## config.mk

```make
export PLATFORM = sky130hd
export DESIGN_NAME = nv_host_port
export DESIGN_NICKNAME = d
export VERILOG_FILES = /design/src/rtl/nv_port_pkg.sv /design/src/rtl/nv_host_port.sv /design/src/rtl/pin_sync.sv
export VERILOG_INCLUDE_DIRS = /design/src /design/src/rtl
export SDC_FILE = /design/constraint.sdc
export NUM_CORES = 1
export LEC_CHECK = 0
export BUFFER_PORTS_ARGS = -buffer_cell sky130_fd_sc_hd__buf_2
export CAP_MARGIN = 15
export CORE_MARGIN = 2
export CORE_UTILIZATION = 48
export CTS_BUF_LIST = sky130_fd_sc_hd__clkbuf_8 sky130_fd_sc_hd__clkbuf_16
export DETAILED_ROUTE_END_ITERATION = 10
export PLACE_DENSITY = 0.79
export REMOVE_ABC_BUFFERS = 1
export SLEW_MARGIN = 20
export SYNTH_ARGS = -nofsm -noshare
export SYNTH_HDL_FRONTEND = slang
export SYNTH_SLANG_ARGS = --single-unit
```

## constraint.sdc

```tcl
create_clock -name clk -period 2.74 [get_ports clk]
set_clock_uncertainty 0.15 [all_clocks]
set_input_delay 0.411 -clock clk [delete_from_list [all_inputs] [get_ports clk]]
set_output_delay 0.411 -clock clk [all_outputs]
set_load 0.005 [all_outputs]
```

## src/rtl/nv_port_params.svh

```systemverilog
// Timing constants and field positions for the host port controller.
// Assumes a 200 MHz clock; included by the package and the host port module.
`ifndef NV_PORT_PARAMS_SVH
`define NV_PORT_PARAMS_SVH
`define CLK_PERIOD_PS 5000
// Printed figures in ns (slowest grade, so every grade works)
`define ADDRESS_ACCESS_DELAY_NS 150
`define SELECT_ACCESS_DELAY_NS 150
`define OUTPUT_ENABLE_ACCESS_DELAY_NS 130
`define OUTPUT_HOLD_TIME_NS 5
`define WRITE_RECOVERY_TIME_NS 10
`define DATA_SETUP_TIME_NS 90
`define DATA_HOLD_TIME_NS 0
`define WRITE_DISABLE_DELAY_NS 50
`define WRITE_PULSE_NS 140
// Least times round up to whole cycles, at least one
`define NS_TO_CYC_UP(ns) ((((ns) * 1000 + `CLK_PERIOD_PS - 1) / `CLK_PERIOD_PS) < 1 ? 1 : \
    (((ns) * 1000 + `CLK_PERIOD_PS - 1) / `CLK_PERIOD_PS))
// Read sample waits for the later of address and select/enable access, plus two sync stages
`define READ_WAIT_CYC (`NS_TO_CYC_UP(`SELECT_ACCESS_DELAY_NS) + 2)
`define WRITE_PULSE_CYC `NS_TO_CYC_UP(`WRITE_PULSE_NS)
`define DATA_SETUP_CYC `NS_TO_CYC_UP(`DATA_SETUP_TIME_NS)
`define DATA_HOLD_CYC `NS_TO_CYC_UP(`DATA_HOLD_TIME_NS)
`define RECOVERY_CYC `NS_TO_CYC_UP(`WRITE_RECOVERY_TIME_NS)
`define WRITE_DISABLE_CYC `NS_TO_CYC_UP(`WRITE_DISABLE_DELAY_NS)
`define WEEKDAY_ADDR 11'h7fc
`define HEALTH_BIT 7
`endif

```

## src/rtl/nv_port_pkg.sv

```systemverilog
// Types shared by the host port controller.
// Assumes the params header is on the include path.
package nv_port_pkg;
`include "nv_port_params.svh"
    typedef enum logic [2:0] {
        ST_IDLE,
        ST_READ,
        ST_WSETUP,
        ST_WPULSE,
        ST_WHOLD,
        ST_RECOVER
    } port_state_e;
    typedef logic [7:0] byte_t;
endpackage

```

## src/rtl/nv_host_port.sv

```systemverilog
// Host-side controller driving the bytewide timekeeping SRAM pins.
// Assumes one 200 MHz clock; the device data pins are split into in/out/enable.
// Requests are single bytes, one at a time; nothing is queued.
// Timing counts come from the shared header; its guard makes a second include harmless
`include "nv_port_params.svh"

module nv_host_port
    import nv_port_pkg::*;
#(
    parameter int ADDR_W = 11,
    parameter int DATA_W = 8
) (
    input wire logic clk,
    input wire logic reset_n,
    input wire logic req_valid,
    input wire logic req_write,
    input wire logic [ADDR_W-1:0] req_addr,
    input wire logic [DATA_W-1:0] req_wdata,
    output logic req_ready,
    output logic rsp_valid,
    output logic [DATA_W-1:0] rsp_rdata,
    output logic health_valid,
    output logic backup_health_flag,
    input wire logic supply_ok,
    output logic [ADDR_W-1:0] addr_pin,
    output logic chip_select_n,
    output logic output_enable_n,
    output logic write_strobe_n,
    input wire logic [DATA_W-1:0] dq_in,
    output logic [DATA_W-1:0] dq_out,
    output logic dq_oe_n
);
    port_state_e state_r;
    logic [15:0] cnt_r;
    logic [DATA_W-1:0] dq_sync;
    logic [0:0] supply_sync;

    // Pins from the device are asynchronous to clk
    pin_sync #(.WIDTH(DATA_W)) u_dq_sync (
        .clk(clk),
        .reset_n(reset_n),
        .pin_in(dq_in),
        .pin_out(dq_sync)
    );
    pin_sync #(.WIDTH(1)) u_pf_sync (
        .clk(clk),
        .reset_n(reset_n),
        .pin_in(supply_ok),
        .pin_out(supply_sync)
    );

    // Counts are small, so the cut to the counter width never loses bits
    function automatic logic [15:0] cyc(input int n);
        return 16'(n);
    endfunction

    // The longer of two phase counts, so one phase can honour two minimums
    function automatic logic [15:0] longer_of(input int a, input int b);
        return (a > b) ? cyc(a) : cyc(b);
    endfunction

    // A request is taken only in idle and only with the supply seen as good
    function automatic logic take_now(input port_state_e st, input logic valid, input logic pwr_ok);
        return (st == ST_IDLE) && valid && pwr_ok;
    endfunction

    // A read is complete once its access wait has run down
    function automatic logic read_done(input port_state_e st, input logic [15:0] cnt);
        return (st == ST_READ) && (cnt == 16'h0000);
    endfunction

    // Sequencer; each phase except the one-cycle write setup holds for its counted cycles.
    // Read: select and enable drop one cycle after the take and stay down for the whole access wait.
    // Write: data goes out first, then select and strobe drop together, so the later falling
    // edge is both of them; the strobe rises before select, so the write ends on the strobe.
    // Every count is rounded up to whole cycles, but the strobe rises a cycle before the pulse count ends, so the write pulse is 27 cycles (135 ns), not 140 ns.
    always_ff @(posedge clk or negedge reset_n)
    begin
        if (!reset_n)
        begin
            state_r <= ST_IDLE;
            cnt_r <= '0;
        end
        else
        begin
            if (cnt_r != 16'h0000)
                cnt_r <= cnt_r - 16'h0001;
            case (state_r)
                ST_IDLE:
                    // Device ignores access below threshold, so do not start one
                    if (take_now(state_r, req_valid, supply_sync[0]))
                    begin
                        if (req_write)
                        begin
                            state_r <= ST_WSETUP;
                            cnt_r <= cyc(`DATA_SETUP_CYC);
                        end
                        else
                        begin
                            state_r <= ST_READ;
                            cnt_r <= cyc(`READ_WAIT_CYC);
                        end
                    end
                ST_READ:
                    // Hold select and enable until the sample has been taken
                    if (read_done(state_r, cnt_r))
                    begin
                        state_r <= ST_RECOVER;
                        cnt_r <= cyc(`RECOVERY_CYC);
                    end
                ST_WSETUP:
                    begin
                        state_r <= ST_WPULSE;
                        // Pulse covers both write width and data setup
                        cnt_r <= longer_of(`WRITE_PULSE_CYC, `DATA_SETUP_CYC);
                    end
                ST_WPULSE:
                    if (cnt_r == 16'h0000)
                    begin
                        state_r <= ST_WHOLD;
                        cnt_r <= cyc(`DATA_HOLD_CYC);
                    end
                ST_WHOLD:
                    // Data stays driven past the strobe rise; zero hold still gets a cycle of margin
                    if (cnt_r == 16'h0000)
                    begin
                        state_r <= ST_RECOVER;
                        cnt_r <= cyc(`RECOVERY_CYC);
                    end
                ST_RECOVER:
                    // Select stays high here, so the next cycle cannot start inside recovery
                    if (cnt_r == 16'h0000)
                        state_r <= ST_IDLE;
                default:
                    // An illegal code falls back to idle with all pins released
                    state_r <= ST_IDLE;
            endcase
        end
    end

    // Pin drive; address latched at start and held to recovery end
    always_ff @(posedge clk or negedge reset_n)
    begin
        if (!reset_n)
        begin
            addr_pin <= '0;
            chip_select_n <= 1'b1;
            output_enable_n <= 1'b1;
            write_strobe_n <= 1'b1;
            dq_out <= '0;
            dq_oe_n <= 1'b1;
        end
        else
        begin
            // Address and data load once per request and never move until the next take
            if (take_now(state_r, req_valid, supply_sync[0]))
            begin
                addr_pin <= req_addr;
                dq_out <= req_wdata;
            end
            // Select and enable low, strobe high: read mode
            chip_select_n <= !(state_r == ST_READ || state_r == ST_WPULSE);
            output_enable_n <= !(state_r == ST_READ);
            // Strobe falls with select, rises first, so it frames the write
            write_strobe_n <= !(state_r == ST_WPULSE && cnt_r > 16'h0001);
            // Host drives data only with output enable high, avoiding contention
            dq_oe_n <= !(state_r == ST_WSETUP || state_r == ST_WPULSE || state_r == ST_WHOLD);
        end
    end

    // Response capture; read data taken only after full access time
    always_ff @(posedge clk or negedge reset_n)
    begin
        if (!reset_n)
        begin
            rsp_valid <= 1'b0;
            rsp_rdata <= '0;
            health_valid <= 1'b0;
            backup_health_flag <= 1'b1;
            req_ready <= 1'b0;
        end
        else
        begin
            rsp_valid <= 1'b0;
            // No access before the supply is first seen good; a dip clears nothing held here
            req_ready <= (state_r == ST_IDLE) && supply_sync[0];
            if (read_done(state_r, cnt_r))
            begin
                rsp_valid <= 1'b1;
                rsp_rdata <= dq_sync;
                // Weekday read reports backup source health
                if (addr_pin == ADDR_W'(`WEEKDAY_ADDR))
                begin
                    health_valid <= 1'b1;
                    // A zero flag is passed on untouched so software can distrust the contents
                    backup_health_flag <= dq_sync[`HEALTH_BIT];
                end
            end
        end
    end
endmodule // nv_host_port

```

## src/rtl/pin_sync.sv

```systemverilog
// Two-stage synchroniser for a bus of pin inputs.
// Assumes inputs are asynchronous to clk.
module pin_sync #(
    parameter int WIDTH = 8
) (
    input wire logic clk,
    input wire logic reset_n,
    input wire logic [WIDTH-1:0] pin_in,
    output logic [WIDTH-1:0] pin_out
);
    logic [WIDTH-1:0] meta_r;

    // First stage feeds only the second
    always_ff @(posedge clk or negedge reset_n)
    begin
        if (!reset_n)
        begin
            meta_r <= '0;
            pin_out <= '0;
        end
        else
        begin
            meta_r <= pin_in;
            pin_out <= meta_r;
        end
    end
endmodule // pin_sync

```

==> metrics.md, run 1 <==
| Metric | Value |
|---|---|
| Ys async rst share | 100% |
| Yosys Warn Count | 0 |
| Wire length per cell | about 16 um |
| Met3 usage | between 6 and 7% |
| Vias | around 2300 |
| Total power | 4.22 mW |
| Max-slew violation count | 0 |
| Initial antenna violation count | 0 |
| Capturing element type of the critical path | register |
| Latest clock arrival within the worst-skew pair | around 350 ps |
| WP data required | ~2900 ps |
| Placed cells | between 300 and 400 |
| DR DRC count | 0 |
| Sequential share of the synthesized area | 58.6% |
| Post-CTS setup buffers | 0 |
| Hold endpoint | u_dq_sync.meta_r[4] |
| First-pass GRT wire length | 10400 um |
| Htree depth | 3 |
| Register-to-register setup slack | around 200 ps |
| CTS clock-pin slew for the worst setup and hold paths | roughly 80 ps |
| CP Data Arrival Time | 2660 ps |
| Synth Area in Adders | around 1.6% |
| Cell variety after synth | 54 |
| Layout Nets | around 360 |
| Vias in the first global route | 2277 |
| Max-cap violations | 0 |
| Core ar. | ~0.0063 mm2 |
| RSZ-0062 raised after global routing | no |
| Total Wirelength | between 6000 and 7000 um |
| Flops & latches, synth | 72 |
| Worst hold stages | 1 |
| FF-to-FF path depth | 10 |
| Crit share post-route | approximately 93% |
| Maximum clock frequency | ~390 MHz |
| Syn Area/Cell | approximately 13 um2 |
| Std-Cell Rows | 29 |
| Grt met1 use | roughly 23% |
| CP Launch Type | register |
| Fillers | between 500 and 600 |
| Post-Synth XOR/XNOR Area | less than 1% |
| Crit Path Max Fanout | 6 |
| ANT nets after route | 0 |
| Layout cells sized above 1 | 43.6% |
| Max clock buf depth | 2 |
| Final std cells w/o fill | 407 |
| Synth Instances | between 200 and 250 |
| GR Layer Usage met2 | a little under a third |
| Worst R2R End | cnt_r[0] |
| GRT Total Usage | between 10% and 20% |
| Dominant synthesized flop cell | dfrtp_1 |
| Peak supply drop | about 0.75 mV |
| Num CTS Buffers | 9 |
| GRT overflow | 0 |
| # setup viols final | 0 |
| Most Crowded Layer GR | met2 |
| Rel. slew slack | ~57% |
| Post-synthesis mux area share | a little over a tenth |
| Starting DRT DRC Count | 200 |
| LEAKAGE | 1.80 nW |
| Post-DP HPWL | 4530 um |
| Status | completed |
| Die ar. | 0.00708 mm2 |
| Hold WS | 12.6 ps |
| CTS root buffer | clkbuf_8 |
| DIE WIDTH | 84.1 um |
| Placer Congestion | around 0.83 |
| Synth Area in Simple Gates | about 15% |
| Worst R2R Start | cnt_r[0] |
| Post-synth EDFFs | 0 |
| Initial DRT Pass Iterations | 5 |
| P&R area growth vs syn | 23.5% |
| Critical path type | register to register |
| Place WS | around 210 ps |
| Compound-Gate Fraction of Synth Area | 10.7% |
| Worst-margin pin slew | between 600 and 700 ps |
| Initial Utilization | approximately half |
| IO Count | 67 |
| Sequential Area | 0.00181 mm2 |
| Min-delay src | dq_in[4] |
| Antenna cell count | 0 |
| Final min period | about 2500 ps |
| Vias per inst | roughly 5.5 |
| Multi-input gate area | roughly 0.0012 mm2 |
| Largest net degree at the start of global routing | 47 |
| Final setup margin | slightly above 200 ps |
| Syn Std Cell Area | ~0.0031 mm2 |
| Hold Vio Cnt, Final | 0 |
| IO Port Bufs | 66 |
| Die Y | between 80 and 90 um |
| Largest family of logic cells by synthesized area | simple AND/OR/NAND/NOR gates |
| CTS tree | yes |
| CTS sink count | 72 |
| Worst Hold Class | input port to register |
| PD cells | between 1000 and 1500 mW/mm2 |
-- timing repair --
item,CTS,global route
hold buffers,1,0
setup endpoints to repair,0,1
gates resized for setup,0,2
hold endpoints to repair,25,0
-- cell usage after synthesis (3+ instances only) --
master,number,share of area [%]
dfrtp_1,67,54
mux2_2,27,9.9
a21oi_1,17,2.8
nand2_1,10,1.2
o21ai_0,9,1.5
clkbuf_1,8,0.97
or4_1,8,1.9
inv_1,7,0.85
nor2_1,7,0.85
o31ai_1,7,1.7
nand3_1,6,0.97
dfstp_2,5,4.3
or3_1,5,1.0
ha_1,4,1.6
nor3_1,4,0.65
nor2b_1,3,0.61
-- layout by cell type (no fill, tap or decap), types with 3 or more instances in the layout --
cell type	instances
dfrtp_1	67
buf_2	66
mux2_2	27
a21oi_1	16
buf_4	12
nand2_1	10
o21ai_0	9
clkbuf_8	9
or4_1	8
inv_1	7
nor2_1	7
o31ai_1	7
nand3_1	6
or3_1	5
dfstp_2	5
nor3_1	4
nor2b_1	3
ha_1	3
-- routing by layer --
layer  wire (um)  vias up
met2        3240       72
li1            -     1062
met4          70        0
met5           0        -
met3         428       12
met1        2650     1105
-- layout make-up --
class	instances	share of cell area [%]
multi-input combinational	155	31.5
clock inverter	7	2.73
tap	77	2.53
clock buffer	9	3.25
sequential	72	47.5
timing repair buffer	80	11.8
inverter	7	0.690
-- worst max-delay path by stage --
stage / cells after the start / from / end
floorplan: 10 / cnt_r[0] / cnt_r[0]
global placement: 10 / cnt_r[0] / cnt_r[0]
detailed placement: 10 / cnt_r[0] / cnt_r[0]
CTS: 10 / cnt_r[0] / cnt_r[0]
global route: 10 / cnt_r[0] / cnt_r[0]
finish: 10 / cnt_r[0] / cnt_r[0]
-- power by group --
part | switching (mW) | internal (mW) | total (mW)
logic | 0.719 | 0.780 | 1.50
clock network | 0.418 | 0.523 | 0.941
registers | 0.346 | 1.43 | 1.78
total | 1.48 | 2.74 | 4.22
-- stage by stage --
| stage | utilization (%) | TNS, ps | area [um2] |
|---|---|---|---|
| after floorplan | - | -22.1 | 3030 |
| after global placement | 56.8 | 0 | 3560 |
| after detailed placement | 56.8 | 0 | 3560 |
| after CTS | 60.6 | 0 | 3800 |
| after global routing | 60.7 | 0 | 3810 |
| final | 60.7 | 0 | 3810 |
-- sequential cells by signal (all words and copies together) (netlist names), 3 cells and up --
| signal | flops |
|---|---|
| rsp_rdata | 8 |
| u_dq_sync.pin_out | 8 |
| cnt_r | 16 |
| dq_out | 8 |
| u_dq_sync.meta_r | 8 |
| addr_pin | 11 |
| state_r | 3 |
-- logic make-up (layout without fill, tap and decap cells) --
group / count (synthesis) / in the layout
flip-flops: 72 / 72
AND/OR/NAND/NOR: 69 / 69
AO/OA/AOI/OAI: 50 / 50
multiplexers: 29 / 29
buffers and inverters: 19 / 103
adder cells (fa/ha/maj): 4 / 4
XOR/XNOR: 3 / 3
-- worst max-delay path, stage by stage, from the launching register on --
cell     delay [ps]
dfrtp_1         440
inv_1           110
ha_2            210
nor3b_1         230
and4_2          270
inv_1            70
ha_1            170
or3b_2          460
a21oi_2         150
nor2_1           50
a31oi_1         150
(Power assumes the default switching activity.)
==> inputs of run 2 (changes only) <==
--- a/config.mk
+++ b/config.mk
@@ -8,11 +8,13 @@
 export LEC_CHECK = 0
 export BUFFER_PORTS_ARGS = -buffer_cell sky130_fd_sc_hd__buf_2
 export CAP_MARGIN = 15
+export CELL_PAD_IN_SITES_DETAIL_PLACEMENT = 1
+export CELL_PAD_IN_SITES_GLOBAL_PLACEMENT = 1
 export CORE_MARGIN = 2
-export CORE_UTILIZATION = 48
+export CORE_UTILIZATION = 39
 export CTS_BUF_LIST = sky130_fd_sc_hd__clkbuf_8 sky130_fd_sc_hd__clkbuf_16
 export DETAILED_ROUTE_END_ITERATION = 10
-export PLACE_DENSITY = 0.79
+export PLACE_DENSITY = 0.8
 export REMOVE_ABC_BUFFERS = 1
 export SLEW_MARGIN = 20
 export SYNTH_ARGS = -nofsm -noshare
==> constraint.sdc (replaced) <==
create_clock -name clk -period 2.74 [get_ports clk]
set_clock_uncertainty 0.15 [all_clocks]
set_input_delay 0.548 -clock clk [delete_from_list [all_inputs] [get_ports clk]]
set_output_delay 0.548 -clock clk [all_outputs]
set_load 0.005 [all_outputs]
==> run 2 against run 1 <==
  * Core utilization fell by 11 points
  * Clock-buffer cell count increased by 2
  * Sequential share of layout area is 0.078 points higher
  * Flip-flop and latch count is the same
  * Setup slack lost 38 ps
  * Combinational power is 4% higher
  * Critical path type unchanged
==> metrics.md, run 2 (same netlist as run 1, synthesis figures left out) <==
| Metric | Value |
|---|---|
| Biggest register | cnt_r |
| Die ar. | ~0.0086 mm2 |
| CP Data Arrival Time | roughly 2700 ps |
| Die Y | around 93 um |
| Max-slew violation count | 0 |
| PD cells | roughly 1100 mW/mm2 |
| GRT overflow | 0 |
| Wire length per cell | roughly 17 um |
| Placer Congestion | around 0.79 |
| ANT nets after route | 0 |
| Worst Hold Class | input port to asynchronous set/reset pin |
| Worst path depth | 10 |
| Post-route cell area | 0.00380 mm2 |
| Total power | just over 4 mW |
| Maximum clock frequency | slightly below 400 MHz |
| Rel. slew slack | between 50% and 60% |
| Critical-path top delay cell | or3b_2 |
| Hold WS | about 60 ps |
| WP data required | around 2900 ps |
| Std-Cell Rows | 32 |
| Initial DRT Pass Iterations | 5 |
| Vias | between 2000 and 2500 |
| Peak supply drop | 0.497 mV |
| CTS tree | yes |
| Fillers | 860 |
| CP Launch Type | register |
| DR DRC count | 0 |
| Latest clock arrival within the worst-skew pair | ~340 ps |
| Crit Path Max Fanout | 6 |
| IO Port Bufs | 66 |
| Status | completed |
| Final min period | ~2600 ps |
| Layout cells sized above 1 | a little over two fifths |
| Htree depth | 3 |
| Crit path cell chain | inv_1 -> ha_1 -> nor3b_2 -> and4_2 -> inv_1 -> ha_1 -> or3b_2 -> a21oi_2 -> nor2_1 -> a31oi_1 |
| Delay-heaviest family, CP | simple AND/OR/NAND/NOR gates |
| Final std cells w/o fill | 430 |
| Vias in the first global route | roughly 2500 |
| Register-to-register setup slack | 170 ps |
| Largest net degree at the start of global routing | 73 |
| Place WS | between 40 and 50 ps |
| Post-layout util | approximately half |
| Post-CTS setup buffers | 0 |
| Final setup margin | ~170 ps |
| FF-to-FF path depth | 10 |
| CTS root buffer | clkbuf_8 |
| LEAKAGE | 1.80 nW |
| Fin Setup TNS | 0 ps |
| IO Count | between 60 and 70 |
| Layout Nets | 360 |
| Most frequent cells in the layout | dfrtp_1, buf_2, mux2_2 |
| Commonest non-fill, non-tap cell in the layout | dfrtp_1 |
| Max reg flops | 16 |
| Core ar. | around 0.0077 mm2 |
| Largest stage delay on the critical path | 450 ps |
| Antenna cell count | 0 |
| Max-cap violations | 0 |
| Num CTS Buffers | 9 |
| CTS clock-pin slew for the worst setup and hold paths | 70 ps |
| Placed cells | roughly 420 |
| Crit share post-route | approximately 94% |
| Vias per inst | about 5.4 |
| # setup viols final | 0 |
| Crit path buffers/inverters | 2 |
| Total Wirelength | just over 7000 um |
| Worst R2R Start | cnt_r[0] |
| First-pass GRT wire length | 12100 um |
| Post-DP HPWL | ~5200 um |
| CTS sink count | 72 |
| DIE WIDTH | about 93 um |
| CP startpoint | cnt_r[0] |
| Max clock buf depth | 2 |
| Regs by FF count | cnt_r x16, addr_pin x11 |
| Starting DRT DRC Count | 88 |
| Initial antenna violation count | 0 |
| DP Area | about 0.0036 mm2 |
| Worst-margin pin slew | ~700 ps |
| Initial Utilization | 40.1% |
| P&R area growth vs syn | 23.3% |
| Hold Vio Cnt, Final | 0 |
| Capturing element type of the critical path | register |
| Critical path type | register to register |
| GRT Total Usage | approximately 18% |
## run 2: cell count changes in the layout (fill, tap and decap cells not counted), sizes merged
cell         delta
dlygate4sd3     -1
clkbuf          +2
bufinv          -1
clkinvlp        -2
## run 2: cell type report
type / count / area [um2] / share of cell area [%]
clock buffer: 11 / 151 / 3.98
clock inverter: 4 / 46.3 / 1.22
inverter: 7 / 26.3 / 0.691
multi-input combinational: 155 / 1200 / 31.6
sequential: 72 / 1810 / 47.6
tap: 102 / 128 / 3.36
timing repair buffer: 79 / 440 / 11.6
## run 2: path summary, 6_finish.rpt
kind                                        endpoint
worst min register to register  u_dq_sync.pin_out[6]
worst max-delay path                        cnt_r[0]
max in group asynchronous            output_enable_n
worst max register to register              cnt_r[0]
worst min-delay path                u_pf_sync.meta_r
min in group clk                 u_dq_sync.meta_r[4]
## run 2: layer usage
metal | vias up | part of all wire [%] | track usage [%]
met4 | 0 | 1.5 | 5.64
met3 | 11 | 5.8 | 7.40
met5 | - | 0 | 0
met1 | 1164 | 41 | 21.0
met2 | 67 | 52 | 30.6
li1 | 1061 | - | -
## run 2: power by group
group | internal, mW | switching (mW) | total [mW]
clock network | 0.460 | 0.365 | 0.825
logic | 0.783 | 0.780 | 1.56
registers | 1.43 | 0.332 | 1.77
total | 2.68 | 1.48 | 4.15
## run 2: worst reg2reg max path, delay by kind of cell, from the launching register on
family                   cells  cell delay (ps)
flip-flops                   1              440
adder cells (fa/ha/maj)      2              400
AO/OA/AOI/OAI                2              310
AND/OR/NAND/NOR              4             1010
buffers and inverters        2              190
## run 2: timing repair
action / CTS / global route
endpoints found under the hold margin: 0 / 0
resized for setup: 0 / 2
endpoints found under the setup margin: 0 / 8
hold buffers: 0 / 0
